[src/shared/fsm_pkg.sv]
package fsm_pkg;

   // register map, byte addresses on the serial control interface
   localparam logic [7:0] FSM_ADDR_STICKY    = 8'h6D;
   localparam logic [7:0] FSM_ADDR_CFG       = 8'h75;
   localparam logic [7:0] FSM_ADDR_LIVE      = 8'h7C;
   localparam logic [7:0] FSM_ADDR_CLEAR     = 8'h2D;

   // reset values
   localparam logic [7:0] FSM_RST_FLAGS      = 8'h00;
   localparam logic [7:0] FSM_RST_CFG        = 8'h00;
   localparam logic [7:0] FSM_RST_RDATA      = 8'h00;

   // field layout
   localparam int         FSM_FAULT_W        = 8;
   localparam int         FSM_CFG_W          = 3;
   localparam int         FSM_CLEAR_BIT      = 1;

   // fault bit positions, same in both fault registers
   localparam int         FSM_BIT_FLYCAP_OV  = 0;
   localparam int         FSM_BIT_OVERCUR    = 1;
   localparam int         FSM_BIT_CLK_LOCK   = 2;
   localparam int         FSM_BIT_SUPPLY_UV  = 3;
   localparam int         FSM_BIT_OT_WARN    = 4;
   localparam int         FSM_BIT_OT_ERR     = 5;
   localparam int         FSM_BIT_PIN_SHORT  = 6;
   localparam int         FSM_BIT_DC_PROT    = 7;

   // output stage configuration codes
   typedef enum logic [2:0] {
      FSM_CFG_BRIDGED_LOAD      = 3'h0,
      FSM_CFG_SINGLE_ENDED_LOAD = 3'h1,
      FSM_CFG_MIXED_LOAD        = 3'h2,
      FSM_CFG_PARALLEL_BRIDGED  = 3'h3
   } fsm_cfg_type;

   // clear toggle detector states
   typedef enum logic [1:0] {
      FSM_CLR_IDLE = 2'b00,
      FSM_CLR_HIGH = 2'b01
   } fsm_clr_state_type;

   // register access request from the serial interface
   typedef struct packed {
      logic       wr;
      logic       rd;
      logic [7:0] addr;
      logic [7:0] wdata;
   } fsm_req_type;

endpackage : fsm_pkg

[src/hdl/fsm_sync.sv]
`timescale 1ns/1ps
`default_nettype none
module fsm_sync
   import fsm_pkg::*;
#(
   parameter int WIDTH = 8
) (
   // clock, reset and enable
   input  wire logic             clk,
   input  wire logic             rst,
   input  wire logic             ce,
   // asynchronous level in, filtered level out
   input  wire logic [WIDTH-1:0] async_in,
   output logic      [WIDTH-1:0] sync_out
);

   logic [WIDTH-1:0] meta_q;
   logic [WIDTH-1:0] s2_q;
   logic [WIDTH-1:0] s3_q;

   // three stages; a change is taken once stages two and three agree
   genvar gi;
   generate
      for (gi = 0; gi < WIDTH; gi++) begin : g_bit
         always_ff @(posedge clk or posedge rst) begin
            if (rst) begin
               meta_q[gi]   <= 1'b0;
               s2_q[gi]     <= 1'b0;
               s3_q[gi]     <= 1'b0;
               sync_out[gi] <= 1'b0;
            end else if (ce) begin
               meta_q[gi] <= async_in[gi];
               s2_q[gi]   <= meta_q[gi];
               s3_q[gi]   <= s2_q[gi];
               if (s2_q[gi] == s3_q[gi]) begin
                  sync_out[gi] <= s3_q[gi];
               end
            end
         end
      end
   endgenerate

endmodule : fsm_sync
`default_nettype wire

[src/hdl/fsm_regs.sv]
`timescale 1ns/1ps
`default_nettype none
module fsm_regs
   import fsm_pkg::*;
(
   // clock, reset, enable
   input  wire logic                   clk,
   input  wire logic                   rst,
   input  wire logic                   ce,
   // fault sources, asynchronous levels, high when triggered
   input  wire logic                   flycap_ov,
   input  wire logic                   overcur,
   input  wire logic                   clk_lock_err,
   input  wire logic                   supply_uv,
   input  wire logic                   ot_warn,
   input  wire logic                   ot_err,
   input  wire logic                   pin_short,
   input  wire logic                   dc_prot,
   // configuration select pins, asynchronous
   input  wire logic [FSM_CFG_W-1:0]   cfg_sel,
   // register access from the serial interface, same clock
   input  wire fsm_req_type            req,
   output logic      [7:0]             rdata,
   output logic                        rvalid,
   // register contents
   output logic      [FSM_FAULT_W-1:0] live_q,
   output logic      [FSM_FAULT_W-1:0] sticky_q,
   output logic      [FSM_CFG_W-1:0]   cfg_q
);

   logic [FSM_FAULT_W-1:0] raw_faults;
   logic [FSM_FAULT_W-1:0] live_s;
   logic [FSM_CFG_W-1:0]   cfg_s;
   logic                   clr_bit_q;
   logic                   clr_bit_prev_q;
   logic                   clear_pulse_d;
   fsm_clr_state_type      clr_state_q;
   logic [7:0]             rdata_d;

   assign raw_faults[FSM_BIT_FLYCAP_OV] = flycap_ov;
   assign raw_faults[FSM_BIT_OVERCUR]   = overcur;
   assign raw_faults[FSM_BIT_CLK_LOCK]  = clk_lock_err;
   assign raw_faults[FSM_BIT_SUPPLY_UV] = supply_uv;
   assign raw_faults[FSM_BIT_OT_WARN]   = ot_warn;
   assign raw_faults[FSM_BIT_OT_ERR]    = ot_err;
   assign raw_faults[FSM_BIT_PIN_SHORT] = pin_short;
   assign raw_faults[FSM_BIT_DC_PROT]   = dc_prot;

   fsm_sync #(
      .WIDTH (FSM_FAULT_W)
   ) u_sync_fault (
      .clk      (clk),
      .rst      (rst),
      .ce       (ce),
      .async_in (raw_faults),
      .sync_out (live_s)
   );

   fsm_sync #(
      .WIDTH (FSM_CFG_W)
   ) u_sync_cfg (
      .clk      (clk),
      .rst      (rst),
      .ce       (ce),
      .async_in (cfg_sel),
      .sync_out (cfg_s)
   );

   always_ff @(posedge clk or posedge rst) begin
      if (rst) begin
         live_q <= FSM_RST_FLAGS;
      end else if (ce) begin
         live_q <= live_s;
      end
   end

   always_ff @(posedge clk or posedge rst) begin
      if (rst) begin
         cfg_q <= FSM_RST_CFG[FSM_CFG_W-1:0];
      end else if (ce) begin
         cfg_q <= cfg_s;
      end
   end

   // fault latch clear control bit, host writable
   always_ff @(posedge clk or posedge rst) begin
      if (rst) begin
         clr_bit_q <= 1'b0;
      end else if (ce && req.wr && req.addr == FSM_ADDR_CLEAR) begin
         clr_bit_q <= req.wdata[FSM_CLEAR_BIT];
      end
   end

   // clear bit as seen at the last enabled edge, so a frozen gap does not hide the high phase
   always_ff @(posedge clk or posedge rst) begin
      if (rst) begin
         clr_bit_prev_q <= 1'b0;
      end else if (ce) begin
         clr_bit_prev_q <= clr_bit_q;
      end
   end

   always_comb begin
      clear_pulse_d = 1'b0;
      case (clr_state_q)
         FSM_CLR_IDLE: clear_pulse_d = 1'b0;
         FSM_CLR_HIGH: clear_pulse_d = !clr_bit_q;
         default:      clear_pulse_d = 1'b0;
      endcase
   end

   always_ff @(posedge clk or posedge rst) begin
      if (rst) begin
         clr_state_q <= FSM_CLR_IDLE;
      end else if (ce) begin
         case (clr_state_q)
            FSM_CLR_IDLE: begin
               if (clr_bit_q) begin
                  clr_state_q <= FSM_CLR_HIGH;
               end
            end
            FSM_CLR_HIGH: begin
               if (!clr_bit_q) begin
                  clr_state_q <= FSM_CLR_IDLE;
               end
            end
            default: clr_state_q <= FSM_CLR_IDLE;
         endcase
      end
   end

   // accumulate; clear, set wins over clear
   always_ff @(posedge clk or posedge rst) begin
      if (rst) begin
         sticky_q <= FSM_RST_FLAGS;
      end else if (ce) begin
         if (clear_pulse_d) begin
            sticky_q <= live_s;
         end else begin
            sticky_q <= sticky_q | live_s;
         end
      end
   end

   // read mux; writes to monitor addresses have no decode
   always_comb begin
      rdata_d = FSM_RST_RDATA;
      case (req.addr)
         FSM_ADDR_STICKY: rdata_d = sticky_q;
         FSM_ADDR_LIVE:   rdata_d = live_q;
         FSM_ADDR_CFG:    rdata_d = {{(8-FSM_CFG_W){1'b0}}, cfg_q};
         FSM_ADDR_CLEAR: begin
            rdata_d[FSM_CLEAR_BIT] = clr_bit_q;
         end
         default:         rdata_d = FSM_RST_RDATA;
      endcase
   end

   always_ff @(posedge clk or posedge rst) begin
      if (rst) begin
         rdata  <= FSM_RST_RDATA;
         rvalid <= 1'b0;
      end else if (ce) begin
         rvalid <= req.rd;
         if (req.rd) begin
            rdata <= rdata_d;
         end
      end
   end

   // a live fault is in the sticky register next cycle
   chk_sticky_holds_live: assert property (@(posedge clk) disable iff (rst)
      ce && !clear_pulse_d |=> ((sticky_q & $past(live_s)) == $past(live_s)))
      else $error("sticky register missed a live fault");

   // clear leaves only faults present now
   chk_clear_zeroes: assert property (@(posedge clk) disable iff (rst)
      ce && clear_pulse_d |=> (sticky_q == $past(live_s)))
      else $error("sticky clear did not reset bits");

   // toggle required: clear only after high then low
   chk_toggle_order: assert property (@(posedge clk) disable iff (rst)
      ce && clear_pulse_d |-> (clr_bit_prev_q && !clr_bit_q))
      else $error("clear fired without low-high-low toggle");

   // sticky bits never drop without clear
   chk_sticky_keep: assert property (@(posedge clk) disable iff (rst)
      ce && !clear_pulse_d |=> ((sticky_q & $past(sticky_q)) == $past(sticky_q)))
      else $error("sticky bit dropped without clear");

   // live register follows the filtered sources
   chk_live_follow: assert property (@(posedge clk) disable iff (rst)
      ce |=> (live_q == $past(live_s)))
      else $error("live register does not follow sources");

   chk_cfg_follow: assert property (@(posedge clk) disable iff (rst)
      ce |=> (cfg_q == $past(cfg_s)))
      else $error("configuration readback stale");

   chk_write_ignored: assert property (@(posedge clk) disable iff (rst)
      ce && req.wr && req.addr == FSM_ADDR_LIVE && live_s == live_q |=> $stable(live_q))
      else $error("write disturbed live register");

   // read of sticky returns its content
   chk_read_sticky: assert property (@(posedge clk) disable iff (rst)
      ce && req.rd && req.addr == FSM_ADDR_STICKY |=> rvalid && rdata == $past(sticky_q))
      else $error("sticky read returned wrong data");

endmodule : fsm_regs
`default_nettype wire

[config.mk]
export PLATFORM = sky130hd
export DESIGN_NAME = fsm_regs
export DESIGN_NICKNAME = d
export VERILOG_FILES = /design/src/shared/fsm_pkg.sv /design/src/hdl/fsm_sync.sv /design/src/hdl/fsm_regs.sv
export SDC_FILE = /design/constraint.sdc
export NUM_CORES = 1
export LEC_CHECK = 0
export ABC_AREA = 0
export BUFFER_PORTS_ARGS = -buffer_cell sky130_fd_sc_hd__buf_2
export CAP_MARGIN = 20
export CORE_ASPECT_RATIO = 1.5
export CORE_MARGIN = 8
export CORE_UTILIZATION = 52
export DETAILED_ROUTE_END_ITERATION = 12
export PLACE_DENSITY = 0.86
export SYNTH_ARGS = -nofsm -noshare
export SYNTH_HDL_FRONTEND = slang
export SYNTH_HIERARCHICAL = 1
export SYNTH_SLANG_ARGS = --single-unit
[constraint.sdc]
create_clock -name clk -period 1.3 [get_ports clk]
set_input_delay 0.13 -clock clk [delete_from_list [all_inputs] [get_ports clk]]
set_output_delay 0.13 -clock clk [all_outputs]
set_load 0.02 [all_outputs]
==> metrics.md <==
| Metric | Value |
|---|---|
| Clk sinks | `74` |
| Final Hold Viols | `0` |
| Met2 usage | `23.5%` |
| Status | `finished, final reports clean` |
| Worst-path fanout max | `8` |
| Fillers | `464` |
| Crit path kind | `register to register` |
| Global route overflow | `0` |
| Worst setup SP type | `register` |
| Vias/cell | `5.54` |
| Largest net degree at the start of global routing | `45` |
| Final worst path period need | `1.23 ns` |
| Yosys cell types | `34` |
| Row count | `35` |
| Worst flop-to-flop path endpoint | `sticky_q[2]$_DFFE_PP0P_` |
| First-pass detailed-route iteration total | `4` |
| Most frequent cells after synthesis | `74 x dfrtp_1, 42 x mux2_2, 17 x a22o_1, 12 x nand2_1, 12 x nand2b_1` |
| DIE WIDTH | `79.6 um` |
| Routed wire length per instance | `16.7 um` |
| Critical-path top delay cell | `dfrtp_1` |
| Nets | `329` |
| Synthesis-to-layout area growth | `19.3%` |
| Met1 usage | `18.3%` |
| CP required | `1.52 ns` |
| Sequence of cells on the critical path | `inv_1 -> ha_1 -> nand2_1 -> a22o_1` |
| M3 GR Usage | `4.84%` |
| Worst Hold End | `u_sync_fault/meta_q[4]$_DFFE_PP0P_` |
| Clock tree root buffer cell | `clkbuf_8` |
| Num CTS Buffers | `9` |
| Hold Path Class | `input pin to register` |
| Final setup viols | `0` |
| Peak-usage layer in the global routing report | `met2` |
| Mean Syn Cell Area | `13.4 um2` |
| CP arrival | `1.45 ns` |
| Asr flop ratio synth | `100%` |
| Post-Route Hold Slack | `0.0193 ns` |
| # DRC | `0` |
| Post-layout power | `6610 uW` |
| CTS tree | `done` |
| CTS resizes | `0` |
| DIE HEIGHT | `111 um` |
| Crit path capture type | `register` |
| Share of cells above drive strength 1 | `40.5%` |
| Largest area contributor in the netlist | `dfrtp_1` |
| Effective utilization at floorplan | `52.6%` |
| Worst vdd ir | `0.973 mV` |
| Lkg Pwr | `0.00168 uW` |
| Total setup buffers inserted after CTS | `0` |
| Synth top area share | `58.7%` |
| I/O Buffers | `52` |
| Final period util | `94.4%` |
| Count leader, synth | `dfrtp_1` |
| Post-Syn Area | `0.00315 mm2` |
| Number of synthesized register bits | `74` |
| Hold Crit Start | `ot_warn` |
| Latest clock arrival within the worst-skew pair | `0.34 ns` |
| Max-cap viol count | `0` |
| Hold Path Depth | `2` |
| Total global-route track usage | `15.5%` |
| Clock tree buffer depth | `2` |
| Post-synth EDFFs | `0` |
| Relative slew slack | `71.5%` |
| Clock transition at path regs | `0.08 ns` |
| Io pins | `60` |
| Largest cells by area after synthesis | `dfrtp_1 59%, mux2_2 15%, a22o_1 4.7%, nand2b_1 2.4%, a21o_1 1.7%` |
| Post-route ant nets | `0` |
| CP bufs+invs | `1` |
| # diodes | `0` |
| CORE AREA | `0.00600 mm2` |
| Total Routed Length | `6.27 mm` |
| H-tree levels | `3` |
| Initial antenna violation count | `0` |
| Clock skew | `0.0101 ns` |
| Reg-to-reg startpoint | `clr_bit_q$_DFFE_PP0P_` |
| DP HPWL | `4.36 mm` |
| Worst r2r path cells | `4` |
| Sequential fraction of the synthesis area | `58.7%` |
| Top_reg_cell synth | `dfrtp_1` |
| Final slew viol count | `0` |
| CP delay by family, top | `flip-flops` |
| R2R Setup Slk | `0.07 ns` |
| Synth warn | `6` |
| RD Place Congestion | `0.839` |
| Worst Max-Slew Pin Slew | `0.428 ns` |
| First-pass GRT wire length | `10.8 mm` |
| Final Util | `62.7%` |
| Maximum clock rate | `815 MHz` |
| Power per cell area | `1760 mW/mm2` |
| Via count | `2079` |
| Setup TNS | `0 ns` |
| Cells after Synth | `235` |
| Slowest stage delay, CP | `0.40 ns` |
| Mapped Nets | `268` |
| Die area | `0.00886 mm2` |
| Vias in the first global route | `2182` |
| Starting DRC count in detailed routing | `89` |
| RSZ-0062 raised after global routing | `false` |
[repair_timing]
action                                  in CTS  in global routing
endpoints found under the setup margin       0                  0
hold endpoints to repair                    75                  0
hold buffers                                 2                  0
[layout by cell type, fill, tap and decap left out, drive strengths merged]
cell	netlist	layout
inv	7	7
dfrtp	74	74
o2bb2ai	2	2
mux2	42	42
mux2i	1	1
nor3	5	5
a211oi	4	4
and4	1	1
nor2	1	1
o21ai	5	5
and4bb	1	1
nand3b	7	7
a21o	9	9
buf	10	59
and2b	2	2
nand3	1	1
nor4	1	1
nand2	13	13
dlygate4sd3	0	2
clkinvlp	0	1
nand4bb	1	1
ha	1	1
xnor2	2	2
bufinv	0	3
clkbuf	1	12
nand2b	12	12
o31ai	5	5
a22oi	5	5
a22o	17	17
a21oi	5	5
[area by class of cell]
| type | count | area (um2) | share of cell area (%) |
|---|---|---|---|
| clock inverter | 4 | 97.6 | 2.59 |
| timing repair buffer | 61 | 345 | 9.18 |
| sequential | 74 | 1850 | 49.2 |
| clock buffer | 12 | 155 | 4.13 |
| tap | 74 | 92.6 | 2.46 |
| inverter | 7 | 26.3 | 0.699 |
| multi-input combinational | 143 | 1190 | 31.7 |
[sequential cells by signal, summed over array words and instances (netlist names), 3 cells and up]
signal / cells
cfg_q: 3
live_q: 8
rdata: 8
sticky_q: 8
u_sync_cfg/meta_q: 3
u_sync_cfg/s2_q: 3
u_sync_cfg/s3_q: 3
u_sync_cfg/sync_out: 3
u_sync_fault/meta_q: 8
u_sync_fault/s2_q: 8
u_sync_fault/s3_q: 8
u_sync_fault/sync_out: 8
[per-layer routing]
metal / vias up / share of wire, %
li1: 973 / -
met2: 55 / 50
met1: 1030 / 41
met3: 21 / 5.3
met5: - / 0
met4: 0 / 3.9
[power by group]
| group | switching, uW | leakage [uW] | internal, uW | total [uW] |
|---|---|---|---|---|
| clock | 807 | 0.000123 | 1380 | 2190 |
| combinational | 632 | 0.000716 | 630 | 1260 |
| sequential | 391 | 0.000837 | 2770 | 3160 |
[metrics by stage]
step	setup WS [ns]	area (um2)	cells
2_1_floorplan	0.269	3150	235
3_3_place_gp	0.124	3490	357
3_5_place_dp	0.105	3490	357
4_1_cts	0.0906	3760	375
5_1_grt	0.0601	3760	375
6_report	0.0729	3760	375
[kinds of logic (layout without fill, tap and decap cells)]
family,Yosys count,after routing,synth area share [%]
flip-flops,74,74,58.7
multiplexers,43,43,15.3
buffers and inverters,18,84,3.45
AO/OA/AOI/OAI,52,52,12.4
XOR/XNOR,2,2,0.556
AND/OR/NAND/NOR,45,45,9.13
adder cells (fa/ha/maj),1,1,0.397
[worst max path at each step]
| stage | depth (start not counted) | slack (ns) | endpoint | startpoint |
|---|---|---|---|---|
| floorplan | 4 | 0.27 | rdata[2]$_DFFE_PP0P_ | live_q[2]$_DFFE_PP0P_ |
| global placement | 3 | 0.12 | u_sync_fault/s3_q[4]$_DFFE_PP0P_ | ce |
| detailed placement | 4 | 0.10 | sticky_q[6]$_DFFE_PP0P_ | clr_bit_q$_DFFE_PP0P_ |
| CTS | 4 | 0.09 | sticky_q[2]$_DFFE_PP0P_ | clr_bit_q$_DFFE_PP0P_ |
| global route | 4 | 0.06 | sticky_q[6]$_DFFE_PP0P_ | clr_bit_q$_DFFE_PP0P_ |
| finish | 4 | 0.07 | sticky_q[2]$_DFFE_PP0P_ | clr_bit_q$_DFFE_PP0P_ |
(Power assumes the default switching activity.)
